==> src/ims_regs.svh <==
// Register offsets, field positions, reset values and loop constants
// for the image dump and exposure readout block.
// Assumes an 8-bit register address space and 8-bit register data.
`ifndef IMS_REGS_SVH
`define IMS_REGS_SVH

// ==========================================================
// Register offsets
`define IMS_ADDR_CFG 8'h0a
`define IMS_ADDR_RSVD_B 8'h0b
`define IMS_ADDR_OUT_LO 8'h0c
`define IMS_ADDR_OUT_HI 8'h0d
`define IMS_ADDR_EXP_LO 8'h0e
`define IMS_ADDR_EXP_HI 8'h0f
`define IMS_ADDR_FP_LO 8'h10
`define IMS_ADDR_FP_HI 8'h11

// ==========================================================
// Configuration field positions and values
`define IMS_CFG_SOFT_RESET 7
`define IMS_CFG_LED_SHUTTER 6
`define IMS_CFG_SELF_TEST 5
`define IMS_CFG_RES 4
`define IMS_CFG_DUMP 3
`define IMS_CFG_AWAKE 0
`define IMS_CFG_RESET 8'h00
`define IMS_CFG_STORE_MASK 8'h59

// ==========================================================
// Reset values and data encodings
`define IMS_FP_RESET 16'hd120
`define IMS_EXP_RESET 16'h0064
`define IMS_EXP_MIN 16'h0010
`define IMS_EXP_MARGIN 16'h0b00
`define IMS_OUT_INVALID 8'h80
`define IMS_PIX_FIRST 8'h00
`define IMS_PIX_LAST 8'hff
`define IMS_MAX_PIX_HI 6'h39
`define IMS_MAX_PIX_LO 6'h35
`define IMS_EXP_SHIFT 4
`define IMS_CRC_POLY 16'h1021
`define IMS_CRC_SEED 16'hffff

`endif

==> src/ims_pkg.sv <==
// Types shared by the readout block and its exposure loop.
// Assumes ims_regs.svh is compiled alongside.
package ims_pkg;

  // ==========================================================
  // Register port request
  typedef struct packed {
    logic rd;
    logic wr;
    logic [7:0] addr;
    logic [7:0] wdata;
  } ims_bus_req_t;

  // ==========================================================
  // Activity of the output bytes
  typedef enum logic [1:0] {
    IMS_IDLE,
    IMS_DUMP,
    IMS_TEST
  } ims_mode_t;

  // ==========================================================
  // Whole state of the readout block
  typedef struct packed {
    ims_mode_t mode;
    logic [7:0] cfg;
    logic [15:0] frame_period;
    logic [7:0] fp_stage;
    logic [15:0] frame_cnt;
    logic frame_end;
    logic [7:0] out_hi;
    logic [7:0] out_lo;
    logic [7:0] pix_sel;
    logic dump_done;
    logic [15:0] crc;
    logic [7:0] exp_lo_shadow;
    logic [7:0] rd_data;
    logic exp_clear;
    logic led_on;
  } ims_state_t;

  // ==========================================================
  // Whole state of the exposure loop
  typedef struct packed {
    logic [15:0] exposure;
  } ims_exp_state_t;

endpackage

==> src/ims_exposure.sv <==
// Automatic exposure loop: one step per frame toward a bright-pixel target.
// Assumes step is a one-cycle pulse at each frame end.
`include "ims_regs.svh"

module ims_exposure (
  input wire logic core_clk,
  input wire logic reset,
  input wire logic clear,
  input wire logic step,
  input wire logic [5:0] max_pixel,
  input wire logic [15:0] limit,
  output logic [15:0] exposure_q
);
  import ims_pkg::*;

  ims_exp_state_t st_q;
  ims_exp_state_t st_d;
  logic [15:0] delta;
  logic [16:0] raised;

  // ==========================================================
  // Next exposure value
  always_comb begin
    st_d = st_q;
    delta = st_q.exposure >> `IMS_EXP_SHIFT;
    if (delta == 16'h0000) begin
      delta = 16'h0001; // Keeps tiny values from freezing
    end
    raised = {1'b0, st_q.exposure} + {1'b0, delta};
    if (clear) begin
      st_d.exposure = `IMS_EXP_RESET;
    end else if (step) begin
      if (max_pixel > `IMS_MAX_PIX_HI) begin
        // Too bright: shorten, never below the floor
        if (st_q.exposure - delta < `IMS_EXP_MIN || st_q.exposure < delta) begin
          st_d.exposure = `IMS_EXP_MIN;
        end else begin
          st_d.exposure = st_q.exposure - delta;
        end
      end else if (max_pixel < `IMS_MAX_PIX_LO) begin
        st_d.exposure = raised[15:0];
        if (raised[16] || raised[15:0] > limit) begin
          st_d.exposure = limit;
        end
      end else if (st_q.exposure > limit) begin
        st_d.exposure = limit;
      end
    end
  end

  // ==========================================================
  // State register
  always_ff @(posedge core_clk) begin
    if (reset) begin
      st_q.exposure <= `IMS_EXP_RESET;
    end else begin
      st_q <= st_d;
    end
  end

  assign exposure_q = st_q.exposure;

endmodule // ims_exposure

==> src/ims_readout.sv <==
// Readout registers of the motion sensor: data output word carrying
// self-test or pixel dump results, exposure report, frame timer.
// Assumes the pixel array answers pix_sample for pix_sel_q in the
// same cycle, and max_pixel holds the brightest pixel of the last frame.
`include "ims_regs.svh"

module ims_readout #(
  // Test result words; values are arbitrary
  parameter logic [15:0] TEST_PASS_WORD = 16'h5a3c,
  parameter logic [15:0] TEST_FAIL_WORD = 16'hc3a5,
  // Expected signature of the array walk; value is arbitrary
  parameter logic [15:0] TEST_GOLDEN_CRC = 16'h1d0f
) (
  input wire logic core_clk,
  input wire logic reset,
  input wire ims_pkg::ims_bus_req_t bus_req,
  output logic [7:0] rd_data_q,
  input wire logic [5:0] pix_sample,
  input wire logic [5:0] max_pixel,
  output logic [7:0] pix_sel_q,
  output logic frame_end_q,
  output logic led_on_q,
  output logic [15:0] exposure_q
);
  import ims_pkg::*;

  ims_state_t st_q;
  ims_state_t st_d;
  logic [15:0] exposure;
  logic [15:0] period_cycles;
  logic [15:0] exp_limit;
  logic [16:0] frame_next;
  logic dump_req;
  logic test_req;
  logic soft_req;

  // ==========================================================
  // One CRC step over an 8-bit sample, MSB first
  function automatic logic [15:0] crc_step(input logic [15:0] crc_in, input logic [7:0] data);
    logic [15:0] c;
    c = crc_in;
    for (int i = 7; i >= 0; i--) begin
      if (c[15] ^ data[i]) begin
        c = {c[14:0], 1'b0} ^ `IMS_CRC_POLY;
      end else begin
        c = {c[14:0], 1'b0};
      end
    end
    return c;
  endfunction

  // ==========================================================
  // Power-up and soft reset contents
  function automatic ims_state_t reset_state();
    ims_state_t s;
    s.mode = IMS_IDLE;
    s.cfg = `IMS_CFG_RESET;
    s.frame_period = `IMS_FP_RESET;
    s.fp_stage = 8'(`IMS_FP_RESET); // Lower byte of the default period
    s.frame_cnt = `IMS_FP_RESET;
    s.frame_end = 1'b0;
    s.out_hi = 8'h00;
    s.out_lo = `IMS_OUT_INVALID;
    s.pix_sel = `IMS_PIX_FIRST;
    s.dump_done = 1'b0;
    s.crc = `IMS_CRC_SEED;
    s.exp_lo_shadow = 8'(`IMS_EXP_RESET);
    s.rd_data = 8'h00;
    s.exp_clear = 1'b0;
    s.led_on = 1'b1;
    return s;
  endfunction

  // ==========================================================
  // Exposure ceiling from the frame period
  // The period register holds a negative count, so its negation is
  // the number of clock cycles per frame.
  always_comb begin
    period_cycles = 16'(~st_q.frame_period + 16'h0001);
    if (period_cycles > `IMS_EXP_MARGIN + `IMS_EXP_MIN) begin
      exp_limit = period_cycles - `IMS_EXP_MARGIN;
    end else begin
      exp_limit = `IMS_EXP_MIN; // Absurdly short frames still expose a little
    end
  end

  // ==========================================================
  // Exposure loop, stepped once per frame
  ims_exposure u_exposure (
    .core_clk(core_clk),
    .reset(reset),
    .clear(st_q.exp_clear),
    .step(st_q.frame_end),
    .max_pixel(max_pixel),
    .limit(exp_limit),
    .exposure_q(exposure)
  );

  // ==========================================================
  // Decoded configuration writes
  always_comb begin
    soft_req = 1'b0;
    test_req = 1'b0;
    dump_req = 1'b0;
    if (bus_req.wr && bus_req.addr == `IMS_ADDR_CFG) begin
      soft_req = bus_req.wdata[`IMS_CFG_SOFT_RESET];
      test_req = bus_req.wdata[`IMS_CFG_SELF_TEST];
      // Only a fresh 0 to 1 of the dump bit restarts a dump
      dump_req = bus_req.wdata[`IMS_CFG_DUMP] && !st_q.cfg[`IMS_CFG_DUMP];
    end
  end

  // ==========================================================
  // Next state
  always_comb begin
    st_d = st_q;
    st_d.frame_end = 1'b0;
    st_d.exp_clear = 1'b0;
    st_d.rd_data = 8'h00;

    // Frame timer counts up and reloads on overflow
    frame_next = {1'b0, st_q.frame_cnt} + 17'h0_0001;
    if (frame_next[16]) begin
      st_d.frame_cnt = st_q.frame_period;
      st_d.frame_end = 1'b1;
    end else begin
      st_d.frame_cnt = frame_next[15:0];
    end

    // Register reads; data stand in the following cycle only
    if (bus_req.rd) begin
      unique case (bus_req.addr)
        `IMS_ADDR_CFG: st_d.rd_data = st_q.cfg;
        `IMS_ADDR_OUT_LO: st_d.rd_data = st_q.out_lo;
        `IMS_ADDR_OUT_HI: st_d.rd_data = st_q.out_hi;
        `IMS_ADDR_EXP_LO: st_d.rd_data = st_q.exp_lo_shadow;
        `IMS_ADDR_EXP_HI: begin
          // Freeze the low byte so the pair belongs to one frame
          st_d.rd_data = exposure[15:8];
          st_d.exp_lo_shadow = exposure[7:0];
        end
        `IMS_ADDR_FP_LO: st_d.rd_data = st_q.frame_period[7:0];
        `IMS_ADDR_FP_HI: st_d.rd_data = st_q.frame_period[15:8];
        default: st_d.rd_data = 8'h00; // Reserved and unmapped read zero
      endcase
    end

    // Register writes; the data output and exposure bytes ignore writes
    if (bus_req.wr) begin
      unique case (bus_req.addr)
        `IMS_ADDR_CFG: begin
          // Soft reset and self test are commands and read back as zero
          st_d.cfg = bus_req.wdata & `IMS_CFG_STORE_MASK;
        end
        `IMS_ADDR_FP_LO: st_d.fp_stage = bus_req.wdata;
        `IMS_ADDR_FP_HI: begin
          // Period is committed whole when the upper byte lands
          st_d.frame_period = {bus_req.wdata, st_q.fp_stage};
        end
        default: begin
        end
      endcase
    end

    // Output word activity
    unique case (st_q.mode)
      IMS_IDLE: begin
        if (dump_req) begin
          st_d.mode = IMS_DUMP;
        end
      end
      IMS_DUMP: begin
        if (!st_q.cfg[`IMS_CFG_DUMP]) begin
          st_d.mode = IMS_IDLE; // Host cleared the dump bit
        end else if (frame_next[16] && !st_q.dump_done) begin
          // One pixel per frame: address high, sample low
          st_d.out_hi = st_q.pix_sel;
          // Low six bits carry 0..63, MSB low marks valid
          st_d.out_lo = {2'b00, pix_sample};
          if (st_q.pix_sel == `IMS_PIX_LAST) begin
            st_d.dump_done = 1'b1;
          end else begin
            st_d.pix_sel = st_q.pix_sel + 8'h01;
          end
        end
      end
      IMS_TEST: begin
        // Walk every pixel of the array into the signature
        st_d.crc = crc_step(st_q.crc, {2'b00, pix_sample});
        if (st_q.pix_sel == `IMS_PIX_LAST) begin
          st_d.mode = IMS_IDLE;
          if (st_d.crc == TEST_GOLDEN_CRC) begin
            {st_d.out_hi, st_d.out_lo} = TEST_PASS_WORD;
          end else begin
            {st_d.out_hi, st_d.out_lo} = TEST_FAIL_WORD;
          end
          st_d.pix_sel = `IMS_PIX_FIRST;
        end else begin
          st_d.pix_sel = st_q.pix_sel + 8'h01;
        end
      end
      default: st_d.mode = IMS_IDLE;
    endcase

    // A new dump starts invalid at the first pixel
    if (dump_req && !test_req && !soft_req) begin
      st_d.mode = IMS_DUMP;
      st_d.pix_sel = `IMS_PIX_FIRST;
      st_d.dump_done = 1'b0;
      st_d.out_hi = `IMS_PIX_FIRST;
      st_d.out_lo = `IMS_OUT_INVALID;
    end

    // Self test: the test rewrites configuration to defaults, so any
    // dump in progress is dropped; settings must be made afterwards.
    if (test_req && !soft_req) begin
      st_d.mode = IMS_TEST;
      st_d.cfg = `IMS_CFG_RESET;
      st_d.frame_period = `IMS_FP_RESET;
      st_d.pix_sel = `IMS_PIX_FIRST;
      st_d.crc = `IMS_CRC_SEED;
      st_d.dump_done = 1'b0;
      st_d.out_lo = `IMS_OUT_INVALID;
      st_d.exp_clear = 1'b1;
    end

    // Soft reset wins over every other write effect
    if (soft_req) begin
      st_d = reset_state();
      st_d.exp_clear = 1'b1;
    end

    // Illumination stays on when awake or while dumping
    st_d.led_on = st_d.cfg[`IMS_CFG_AWAKE] || !st_d.cfg[`IMS_CFG_LED_SHUTTER]
                  || st_d.mode == IMS_DUMP;
  end

  // ==========================================================
  // State register
  always_ff @(posedge core_clk) begin
    if (reset) begin
      st_q <= reset_state();
    end else begin
      st_q <= st_d;
    end
  end

  // ==========================================================
  // Outputs, each a field of the state register except exposure_q
  assign rd_data_q = st_q.rd_data;
  assign pix_sel_q = st_q.pix_sel;
  assign frame_end_q = st_q.frame_end;
  assign led_on_q = st_q.led_on;
  assign exposure_q = exposure; // Flip-flop inside the exposure loop

endmodule // ims_readout

==> config.mk <==
export PLATFORM = sky130hd
export DESIGN_NAME = ims_readout
export DESIGN_NICKNAME = d
export VERILOG_FILES = /design/src/ims_pkg.sv /design/src/ims_exposure.sv /design/src/ims_readout.sv
export VERILOG_INCLUDE_DIRS = /design/src
export SDC_FILE = /design/constraint.sdc
export NUM_CORES = 1
export LEC_CHECK = 0
export BUFFER_PORTS_ARGS = -buffer_cell sky130_fd_sc_hd__buf_2
export CAP_MARGIN = 10
export CORE_MARGIN = 2
export CORE_UTILIZATION = 49
export CTS_CLUSTER_DIAMETER = 60
export CTS_CLUSTER_SIZE = 30
export DETAILED_ROUTE_END_ITERATION = 16
export PLACE_DENSITY = 0.68
export SETUP_SLACK_MARGIN = 0.3
export SLEW_MARGIN = 20
export SYNTH_ARGS = -nofsm -noshare
export SYNTH_HDL_FRONTEND = slang
export SYNTH_SLANG_ARGS = --single-unit
==> constraint.sdc <==
create_clock -name core_clk -period 10.1 [get_ports core_clk]
set_input_delay 1.515 -clock core_clk [delete_from_list [all_inputs] [get_ports core_clk]]
set_output_delay 1.515 -clock core_clk [all_outputs]
set_load 0.005 [all_outputs]
==> results of run 1 <==
[logic make-up after synthesis]
family / after synthesis
AND/OR/NAND/NOR: 421
AO/OA/AOI/OAI: 289
buffers and inverters: 124
flip-flops: 121
XOR/XNOR: 72
adder cells (fa/ha/maj): 62
multiplexers: 26
[path summary, 6_finish.rpt]
kind	end	depth (start not counted)
setup / recovery	u_exposure.exposure_q[2]	21
hold / removal	st_q[13]	2
setup reg to reg	u_exposure.exposure_q[2]	21
hold reg to reg	st_q[13]	2
[synthesized netlist by cell type (all sizes together), types with 9 or more instances]
cell type / instances / share of area
nand2: 164 / 0.070
dfxtp: 121 / 0.28
nor2: 92 / 0.039
a21oi: 80 / 0.046
clkbuf: 62 / 0.027
ha: 60 / 0.086
o21ai: 49 / 0.028
xnor2: 44 / 0.044
nand3: 37 / 0.023
inv: 33 / 0.014
buf: 29 / 0.022
xor2: 28 / 0.028
o211ai: 27 / 0.023
nor3: 22 / 0.013
a211oi: 18 / 0.015
nand4: 16 / 0.011
mux2i: 12 / 0.014
a21o: 11 / 0.0094
and3: 11 / 0.0078
nand2b: 11 / 0.0078
nor4: 10 / 0.0071
o31ai: 10 / 0.0086
or3: 10 / 0.0071
a22oi: 9 / 0.0077
[registers in the layout (all words and copies together), names as in the netlist]
signal	cells
frame_end_q	1
led_on_q	1
pix_sel_q	8
rd_data_q	8
st_q	87
u_exposure.exposure_q	16
[cell usage in the layout (no fill, tap or decap), drive strengths merged, types with 22 or more instances in the layout]
cell,count
o211ai,27
ha,60
clkbuf,22
dfxtp,121
a21oi,80
nor3,22
inv,34
nor2,92
nand2,164
o21ai,49
buf,76
nand3,37
xnor2,44
xor2,28
[worst max-delay path: stages (launching register included)]
cell      delay [ns]
dfxtp_1         0.50
inv_1           0.20
nand3_1         0.19
o31ai_1         0.38
ha_1            0.26
fa_1            0.29
nand2b_1        0.11
a221oi_1        0.34
o221ai_1        0.27
a211oi_1        0.46
o311ai_0        0.23
xnor2_1         0.22
ha_1            0.32
nand4_1         0.13
or4_1           0.51
nor2_1          0.10
a31oi_1         0.06
buf_4           0.18
or3_1           0.59
nand2_1         0.27
o21ai_0         0.11
o32a_1          0.33
[area by class of cell]
| cell class | count | area share |
|---|---|---|
| Tap cell | 225 | 0.0291 |
| Sequential cell | 121 | 0.251 |
| Inverter | 33 | 0.0128 |
| Clock inverter | 10 | 0.0146 |
| Timing Repair Buffer | 76 | 0.0422 |
| Clock buffer | 22 | 0.0491 |
| Multi-Input combinational cell | 870 | 0.601 |
[metrics by stage]
stage | cell area (um2) | std cells | hold slack, ns
2_1_floorplan | 8770 | 1115 | 0.429
3_3_place_gp | 9040 | 1325 | 0.444
3_5_place_dp | 9040 | 1325 | 0.447
4_1_cts | 9660 | 1357 | 0.455
5_1_grt | 9660 | 1357 | 0.474
6_report | 9660 | 1357 | 0.451
[routing by layer]
layer  global-route usage  vias up  share of wire
met1                0.408     4052           0.44
met2                0.461      388           0.44
met3               0.0526       67          0.078
met5                    0        -              0
met4                0.119        0          0.036
li1                     -     4036              -
[report_power, final]
part | internal [mW] | switching (mW) | total [mW]
Combinational | 0.0180 | 0.0335 | 0.0515
Clock | 0.408 | 0.224 | 0.632
Sequential | 0.479 | 0.00114 | 0.480
Total | 0.905 | 0.259 | 1.16
==> results by stage, run 1 <==
Status:
- The run finished with clean final reports.

Pwr:
- The maximum resistive drop on vdd is 0.126 mV.
- The total chip power is about 1.2 mW.
- Power spread over the standard cell area amounts to roughly 120 nW/um2.
- In this run the static leakage power is 3.99 nW.

Logic synthesis:
- For this run, the number of Yosys warnings is 0.
- The synthesized netlist cell count is between 1000 and 1500.
- The share of synthesized cell area in full adder, half adder and majority cells is 0.0902.
- The synthesized area divided by synthesized cell count is about 7.9 um2.
- Counting flops with a built-in enable in the synthesized netlist gives 0.
- For this run, the register share of the synthesized area comes to 0.276.
- The post-synthesis xor/xnor area fraction is 0.0719.
- The total standard cell area after synthesis is between 8000 and 9000 um2.
- The count of unique library cells instantiated by Yosys is 80.
- For this run, asynchronously set or reset flops after synthesis account for 0.
- Among all flip-flop cells after synthesis, the most frequent one is dfxtp_1.
- The area fraction in and, or, nand and nor cells after synthesis is 0.229.
- Counting flops and latches in the post-synthesis netlist gives 121.
- The post-synthesis compound-gate area fraction is 0.229.
- The number of nets handed over by synthesis was 1209.
- The main combinational cell family by area after synthesis is simple AND/OR/NAND/NOR gates.
- Measured against the total synthesized area, the mux share comes to 0.0407.

CTS:
- After clock tree synthesis, the clock-pin slew on the worst setup and hold paths is roughly 0.060 ns.
- The total clock buffers created by CTS is 17.
- CTS placed an instance of clkbuf_16 at the clock tree root.
- Clock latency on the worst-skew pair, taken at its later pin, is about 0.42 ns.
- The CTS sink count is 121.
- The number of buffers inserted to repair setup after CTS is 0.
- The clock tree synthesis step divided the H-tree into 4 levels.
- TritonCTS built the clock tree.
- The number of gates resized after CTS was 0.
- No sink is reached through more buffers than the 2 on the longest clock path.
- The number of buffers inserted for hold repair after clock tree synthesis is 0.

Die:
- The die span in y is ~140 um.
- During I/O placement, the number of pins put on the boundary was between 60 and 70.
- The floorplan step defined a die boundary enclosing 19000 um2.
- The initial utilization of the core area, before any placement, comes to 0.503.
- The number of standard-cell rows in the floorplan is 48.
- In this run the standard cell core region covers between 15000 and 20000 um2.
- The width of the die is about 140 um.

Flow run:
- The number of max-cap violations is 0.

Final layout:
- Measured on the finished design, the core utilization comes to 0.555.
- The fraction of layout cells with a size suffix above 1 is 0.129.
- The area growth from synthesis to layout is 10.2%.
- Counting the fill cells in the layout gives approximately 1700.
- The area of the multi-input gates is slightly below 6000 um2.
- The antenna diode instance count is 0.
- The area occupied by registers is 2420 um2.
- In the final design database the tool counted around 1200 nets.

Timing:
- The slew of the pin with the lowest slew margin is 1.04 ns.
- The highest achievable clock rate is 162 MHz.
- The number of hold-slack violations in the final timing report is 0.
- The smallest clock period supported by the final layout is computed as roughly 6.2 ns.
- Setup repair after global routing left no endpoint under its margin.
- Setup total negative slack on the finished layout was measured at 0 ns.
- The worst-case clock skew is 0.00920 ns.
- Of the available clock period, the critical path in the final layout requires 0.611.
- Setup violations remaining at the end of the flow were counted as 0.
- Headroom to the max-slew limit came out at 0.306.
- The worst path setup slack after routing is about 3.9 ns.
- The number of pins with negative max-slew slack in the final report is 0.

Critical path:
- STA classifies the critical path endpoint as a flip-flop.
- The type of the worst setup path is reg -> reg.
- For the worst setup path, the data required time is about 10 ns.
- The worst register-to-register path begins at u_exposure.exposure_q[12].
- The worst setup path is launched from a flip-flop.
- The maximum net fanout on the critical path is 14.
- The setup check on the worst reg-to-reg path leaves a slack of 3.93 ns.
- Tracing the worst setup path back leads to its startpoint at u_exposure.exposure_q[12].
- STA puts the critical path data arrival time at between 6 and 7 ns.

Global routing:
- The remaining global-route overflow is 0.
- The initial antenna violation count was 0.
- The global-route wire length before repair is ~43000 um.
- The via count of the first global-routing pass is 7897.
- The largest net degree at the start of global routing is 34.
- The total global routing track utilization is 0.297.

Place:
- In this run the tool buffered the top-level ports with 65 buffer cells.
- The detailed placer's ending HPWL is 20100 um.
- At the end of routability-driven placement, the weighted congestion stood at around 0.94.
- Prior to clock tree synthesis, the placed netlist has a worst setup slack of 4.09 ns.

Min path:
- The worst hold path begins at st_q[13].
- The min-delay analysis places its worst path in the category reg -> reg.

Detailed routing:
- The first-pass iteration count of the detailed router is 6.
- After the first detailed-routing iteration, the DRC count stood at approximately 830.
- The detail route stage leaves a number of antenna-violating nets equal to 0.
- The final routed wirelength across all metal layers is about 27000 um.
- Using the TritonRoute via totals, the vias-per-cell ratio works out to roughly 6.3.
- The DRC violation count after routing is 0.
- The post-detailed-route wirelength per cell is 20.0 um.
- The total number of vias is about 8500.
(Power assumes the default switching activity.)
==> run 2: changes to the inputs <==
Clock period 10.1 ns to 6.3 ns, I/O delays scaled along.
==> run 2 against run 1 <==
Sequential share of layout area decreased by 0.32 points; via count decreased by 0.75%; power increased by 65%; largest cell class unchanged.
==> results by stage, run 2 (synthesis results as in run 1) <==
Timing:
- The setup TNS after final layout is 0 ns (unchanged).
- Setup repair after global routing left no endpoint under its margin.
- The slew of the pin with the lowest slew margin is 1.09 ns (+0.0493 ns).
- The worst max-slew margin expressed relative to the limit is 0.269 (-0.0373).
- The final cycle utilization of the critical path is 0.881 (+0.270).
- The number of pins with negative max-slew slack in the final report was 0 (unchanged).
- The highest achievable clock rate is 180 MHz (+11%).
- The final critical-path required period came to 5.55 ns (-0.619 ns).
- The number of hold-slack violations in the final timing report is 0 (unchanged).
- The worst-case clock skew is 0.00579 ns (-0.00341 ns).
- The tightest hold margin is 0.454 ns (+0.00262 ns).
- The setup violation total in the final timing report is 0 (unchanged).
- The worst path setup slack after routing is 0.748 ns (-3.18 ns).

Final layout:
- The fraction of layout cells with a size suffix above 1 is 0.143 (+0.0139).
- The final cell area excluding filler cells is 9780 um2 (+1.3%).
- The utilization after layout is 0.562 (+0.00718).
- The layout filler cell count is 1671 (+0.18%).
- The number of nets in the final layout is 1222 (+0.74%).
- The antenna diode instance count came to 0 (unchanged).
- From synthesis to final layout, the design area changed by 11.6%.
- In the layout the commonest cells are nand2_1 (164), dfxtp_1 (121), nor2_1 (92).
- The flip-flop count of the largest register, all copies and words added is 87 (unchanged).
- The number of standard cells in the final layout excluding fillers is 1366 (+0.66%).
- The register ranked first by flip-flop count is st_q.
- The area occupied by registers is 2420 um2 (unchanged).
- The area of the multi-input gates is 5840 um2 (+0.52%).
- The library cell used most frequently in the layout, excluding fill and tap cells, is nand2_1.

Global routing:
- The via count of the first global-routing pass is 7929 (+0.41%).
- The most congested layer reported by global routing is met2.
- The total global routing track utilization was 0.297 (about the same).
- The remaining global-route overflow is 0 (unchanged).
- The largest net degree at the start of global routing is 34 (unchanged).
- The global-route wire length before repair was 43100 um (about the same).
- The initial antenna violation count was 0 (unchanged).
- The met3 track demand over resource in global routing came to 0.0559 (+0.00331).
- The met1 track utilization from global routing is 0.410 (+0.00228).
- The global routing usage on met2 came to 0.453 (-0.00802).

Detailed routing:
- The DRC violation count after routing is 0 (unchanged).
- The post-detailed-route wirelength per cell is 19.9 um (-0.67%).
- The number of nets still failing antenna checks after routing is 0 (unchanged).
- The final routed wirelength across all metal layers is 27200 um (about the same).
- The DRC violation total after the first TritonRoute iteration is 1029 (+24%).
- The average via count per standard cell is 6.21 (-1.4%).
- The first-pass iteration count of the detailed router was 6 (unchanged).
- The total number of vias is 8479 (-0.75%).

Pwr:
- The maximum resistive drop on vdd is 0.183 mV (+45%).
- The total chip power was 1.91 mW (+65%).
- The power density over the cells is 196 nW/um2 (+62%).
- The cell leakage power was 4.06 nW (+1.7%).

Die:
- The number of standard-cell rows in the floorplan is 48 (unchanged).
- The die area was 19000 um2 (unchanged).
- The initial core utilization is 0.503 (unchanged).
- The die span in y is 138 um (unchanged).
- The placeable core area is 17400 um2 (unchanged).
- The I/O pin total came to 66 (unchanged).
- The width of the die is 138 um (unchanged).

CTS:
- The total clock buffers created by CTS is 17 (unchanged).
- The CTS sink count is 121 (unchanged).
- The post-CTS resize count is 0 (unchanged).
- TritonCTS built the clock tree.
- The maximum clock path buffer count is 2 (unchanged).
- The number of buffers inserted for hold repair after clock tree synthesis is 0 (unchanged).
- The clock latency on the worst-skew pair was 0.42 ns (about the same).
- The number of buffers inserted to repair setup after CTS was 0 (unchanged).
- The tree is rooted in a clkbuf_16.
- The CTS H-tree depth came to 4 (unchanged).
- The clock-pin transition on the worst setup and hold timing paths is 0.06 ns (about the same).

Critical path:
- Among all stages on the critical path, the largest delay is contributed by or3_4.
- The total buffers and inverters traversed by the critical path is 0 (-2).
- The critical path startpoint category is a flip-flop.
- The critical path in this run is classified as reg -> reg.
- STA classifies the critical path endpoint as a flip-flop.
- Traced cell by cell, the critical path runs through nor4_1, nand4_1, o31ai_2, ha_1, fa_1, nand2b_1, a221oi_2, o221ai_2, a211oi_2, o311ai_0, xnor2_1, ha_1, nand4_1, or4_1, nor2_1, a31oi_1, or3_4, nand2_1, o21ai_0, o32a_1.
- The data arrival time at the worst-slack endpoint came to 5.86 ns (-0.62 ns).
- The delay of the slowest cell on the worst path is 0.56 ns (-0.03 ns).
- The maximum net fanout on the critical path is 12 (-2).
- The cell class contributing the biggest share of worst-path delay is simple AND/OR/NAND/NOR gates.
- The required arrival time at the worst endpoint came to 6.61 ns (-3.80 ns).

Place:
- The number of instances in the placed design came to 1334 (+0.68%).
- The count of buffers from port buffering was 65 (unchanged).
- The last weighted congestion value of the routability-driven placer came to 0.967 (+3.1%).
- The detailed placer's ending HPWL came to 20000 um (-0.80%).
- The post-placement setup slack is 0.457 ns (-3.63 ns).
- The instance area at placement is 9110 um2 (+0.75%).

Status:
- The run finished with clean final reports.

Flow run:
- The number of max-cap violations is 0 (unchanged).

Min path:
- The worst min-delay path class is reg -> reg.
run 2: area by class of cell:
| type | count | area share |
|---|---|---|
| clock inverters | 13 | 0.0194 |
| repair buffers | 85 | 0.0486 |
| clock buffers | 19 | 0.0463 |
| well taps | 225 | 0.0288 |
| flip-flops and latches | 121 | 0.248 |
| inverters | 33 | 0.0127 |
| multi-input cells | 870 | 0.597 |
run 2: report_power, final:
group          internal (mW)  total [mW]  switching [mW]
clock network          0.687        1.06           0.378
logic                 0.0287      0.0808          0.0522
registers              0.767       0.769         0.00183
run 2: final timing paths:
| path | depth (start not counted) | from | endpoint | slack, ns |
|---|---|---|---|---|
| max reg2reg | 20 | u_exposure.exposure_q[5] | u_exposure.exposure_q[2] | 0.75 |
| min reg2reg | 2 | st_q[76] | st_q[84] | 0.45 |
| min | 2 | st_q[76] | st_q[84] | 0.45 |
| max | 20 | u_exposure.exposure_q[5] | u_exposure.exposure_q[2] | 0.75 |
run 2: worst min-delay path, cell delays in order, from the launching register on:
cell	delay, ns
dfxtp_1	0.30
nand2_1	0.05
a21oi_1	0.05
run 2: per-layer routing:
| metal | up-vias | routed length, um |
|---|---|---|
| met5 | - | 0 |
| met4 | 0 | 943 |
| met3 | 77 | 1960 |
| met2 | 370 | 12000 |
| met1 | 3986 | 12300 |
| li1 | 4046 | - |
==> run 3: changes to the inputs <==
Settings changed: ABC_AREA from default to 1.
==> run 3 against run 2 <==
Synthesized area increased by 7.7%; critical endpoint is now u_exposure.exposure_q[8]; largest power group unchanged; via count increased by 8.8%; synthesized cell count increased by 27%; fmax increased by 11%; die area increased by 7.5%.
==> results by stage, run 3 <==
Min path:
- The worst hold path belongs to the class reg -> reg.
- The critical hold path startpoint is st_q[48].

Flow run:
- The number of max-cap violations is 0 (unchanged).

Status:
- The flow ran to the end, and the final reports show no timing, DRC or antenna violations.

Logic synthesis:
- The synthesized netlist cell count is 1415 (+27%).
- The area share of the largest cell type after synthesis was 0.256 (-0.0199).
- The post-synthesis compound-gate area fraction is 0.130 (-0.0991).
- For this run, the leading register cell type out of synthesis is dfxtp_1.
- Yosys attributes the largest share of cell area to dfxtp_1 (26%), nand2_1 (14%), ha_1 (7.9%), inv_1 (6.8%), nand3_1 (6.5%).
- The fraction of synthesis flops using an asynchronous set or reset pin is 0 (unchanged).
- The total of warnings raised by yosys is 0 (unchanged).
- The synthesized area divided by synthesized cell count is 6.68 um2 (-15%).
- The share of synthesized cell area in full adder, half adder and majority cells is 0.0837 (-0.00649).
- Summed over all instances, the cell type with the most area after synthesis is dfxtp_1.
- The post-synthesis xor/xnor area fraction is 0.0464 (-0.0256).
- The number of enable flip-flop cells after synthesis is 0 (unchanged).
- The post-synth net total is 1509 (+25%).
- The share of cell area taken by muxes after synthesis was 0 (-0.0407).
- The count of unique library cells instantiated by Yosys is 58 (-28%).
- The total standard cell area after synthesis was 9450 um2 (+7.7%).
- By instance count, the leading cell after synthesis is nand2_1.
- Ranked by instance count, the synthesized netlist is headed by nand2_1 (340), inv_1 (172), nand3_1 (122), dfxtp_1 (121), nor2_1 (109).
- The main combinational cell family by area after synthesis is simple AND/OR/NAND/NOR gates.
- The proportion of synthesized chip area in sequential cells is 0.256 (-0.0199).
- The area fraction in and, or, nand and nor cells after synthesis is 0.366 (+0.137).
- The synthesis-stage register bit count is 121 (unchanged).

Final layout:
- The final cell area excluding filler cells was 10300 um2 (+5.8%).
- In the layout the commonest cells are nand2_1 (340), inv_1 (172), nand3_1 (122).
- The fraction of layout cells with a size suffix above 1 is 0.144 (+0.00127).
- The most frequent standard cell in the layout excluding fill and tap cells is nand2_1.
- The area growth from synthesis to layout is 9.55%.
- The number of nets in the final layout is 1538 (+26%).
- The register ranked first by flip-flop count is st_q.
- The flip-flop count of the largest register, all copies and words added is 87 (unchanged).

Critical path:
- The critical path is of the reg -> reg type.
- The slowest stage of the critical path belongs to the cell dfxtp_1.
- The delay of the slowest cell on the worst path is 0.71 ns (+0.15 ns).
- The start point of the critical path is u_exposure.exposure_q[12].
- The data arrival time at the worst-slack endpoint is 5.31 ns (-0.55 ns).
- STA classifies the critical path startpoint as a flip-flop.
- The critical register-to-register path startpoint is u_exposure.exposure_q[12].
- The most frequent cell on the critical path is nand2_1.
- The category of the worst setup path capture point is a flip-flop.
- The maximum net fanout on the critical path is 24 (+12).
- The required arrival time at the worst endpoint is 6.63 ns (+0.02 ns).

CTS:
- The total clock buffers created by CTS is 17 (unchanged).
- The post-CTS resize count is 0 (unchanged).
- The clock tree from TritonCTS is built.
- The number of buffers inserted to repair setup after CTS came to 0 (unchanged).
- The root buffer cell chosen for the clock tree is clkbuf_16.
- The number of buffers inserted for hold repair after clock tree synthesis was 0 (unchanged).
- The CTS sink count is 121 (unchanged).
- The clock-pin transition on the worst setup and hold timing paths is 0.06 ns (about the same).
- The maximum clock path buffer count came to 2 (unchanged).
- The CTS H-tree depth is 4 (unchanged).
- The clock latency on the worst-skew pair is 0.44 ns (+0.02 ns).

Die:
- The I/O pin total is 66 (unchanged).
- The die area was 20400 um2 (+7.5%).
- The number of standard-cell rows in the floorplan is 50 (+4.2%).
- The die span in y was 143 um (+3.7%).
- The width of the die is 143 um (+3.7%).
- The initial core utilization is 0.502 (-0.00172).
- The placeable core area is 18800 um2 (+8.1%).

Timing:
- The worst-case clock skew is 0.0124 ns (+0.00664 ns).
- The final cycle utilization of the critical path is 0.792 (-0.0893).
- The worst max-slew margin expressed relative to the limit is 0.464 (+0.195).
- The highest achievable clock rate is 200 MHz (+11%).
- The setup violation total in the final timing report came to 0 (unchanged).
- The number of hold-slack violations in the final timing report is 0 (unchanged).
- The number of pins with negative max-slew slack in the final report is 0 (unchanged).
- Setup repair after global routing left no endpoint under its margin.
- The final critical-path required period is 4.99 ns (-0.563 ns).
- The slew of the pin with the lowest slew margin is 0.801 ns (-0.287 ns).
- The setup TNS after final layout came to 0 ns (unchanged).

Global routing:
- The initial antenna violation count was 3 (+3).
- The total global routing track utilization was 0.287 (-0.00994).
- The global-route wire length before repair is 45700 um (+6.1%).
- The via count of the first global-routing pass came to 8743 (+10%).
- The remaining global-route overflow is 0 (unchanged).
- The largest net degree at the start of global routing was 28 (-18%).

Pwr:
- The internal power contribution is 1.37 mW (-7.6%).
- The part of the total power dissipated in sequential elements is 0.423 (+0.021).
- The switching power is 0.448 mW (+3.8%).
- The maximum resistive drop on vdd came to 0.208 mV (+13%).
- The cell leakage power was 4.87 nW (+20%).
- The clock share of power is 0.531 (-0.025).
- The power density over the cells was 176 nW/um2 (-10%).
- The combinational share of power is 0.046 (+0.004).
- The proportion of total power due to net switching is 0.246 (+0.0210).

Detailed routing:
- The total number of vias is 9228 (+8.8%).
- The average via count per standard cell is 5.37 (-14%).
- The post-detailed-route wirelength per cell is 16.5 um (-17%).
- The first-pass iteration count of the detailed router is 5 (-1).
- The final routed wirelength across all metal layers is 28400 um (+4.6%).
- The DRC violation total after the first TritonRoute iteration is 620 (-40%).
- The DRC violation count after routing is 0 (unchanged).
- The number of nets still failing antenna checks after routing was 0 (unchanged).

Place:
- The last weighted congestion value of the routability-driven placer was 0.973 (+0.65%).
- The count of buffers from port buffering is 65 (unchanged).
- The detailed placer's ending HPWL is 22400 um (+12%).
- The instance area at placement is 9760 um2 (+7.1%).
## run 3: changes by cell type after synthesis, sizes merged, moves of 13 or more
cell / delta
a211oi: -13
o22ai: +23
xnor2: -30
nand2: +205
clkbuf: -46
o21ai: +15
nand3: +101
nor2: +38
inv: +159
## run 3: path summary, 6_finish.rpt
path	end	slack, ns	cells after the start
max	u_exposure.exposure_q[8]	1.31	26
min	st_q[48]	0.45	2
max reg2reg	u_exposure.exposure_q[8]	1.31	26
min reg2reg	st_q[48]	0.45	2
## run 3: power by group through the flow
stage | Sequential (mW) | Combinational [mW] | Clock, mW
final | 0.770 | 0.0840 | 0.966
after global routing | 0.769 | 0.0922 | 1.01
after CTS | 0.769 | 0.0829 | 0.975
after detailed placement | 0.786 | 0.0823 | 0
after global placement | 0.786 | 0.0821 | 0
after floorplan | 0.786 | 0.0523 | 0
## run 3: layer usage
metal / wire length (um) / share of wire / GRT usage
met2: 13100 / 0.46 / 0.473
met1: 12300 / 0.43 / 0.361
met4: 1310 / 0.046 / 0.145
met3: 1620 / 0.057 / 0.0480
met5: 0 / 0 / 0
## run 3: final cells by class
class | instances | area [um2]
fillers | 1903 | 8480
multi-input cells | 1038 | 5920
flip-flops and latches | 121 | 2420
inverters | 199 | 756
clock buffers | 21 | 470
repair buffers | 67 | 340
well taps | 260 | 325
clock inverters | 11 | 110
diodes | 3 | 7.51
## run 3: critical path, delay by kind of cell, from the launching register on
family / cells / cell delay (ns)
AO/OA/AOI/OAI: 1 / 0.13
XOR/XNOR: 1 / 0.24
adder cells (fa/ha/maj): 2 / 0.80
buffers and inverters: 6 / 1.02
flip-flops: 1 / 0.71
AND/OR/NAND/NOR: 16 / 1.96
## run 3: cells by family after synthesis
kind of cell,count (synthesis)
compound gates,213
flops,121
simple gates,713
xor+xnor,50
buf+inv,256
fa+ha+maj,62
## run 3: stage by stage
stage	worst slack, ns	total power [mW]	cells	hold WS, ns	utilization
after floorplan	2.62	0.838	1415	0.429	-
after global placement	1.35	0.868	1685	0.439	0.518
after detailed placement	1.48	0.869	1685	0.444	0.518
after CTS	1.45	1.83	1717	0.453	0.549
after global routing	0.859	1.87	1718	0.471	0.549
final	1.31	1.82	1720	0.452	0.550
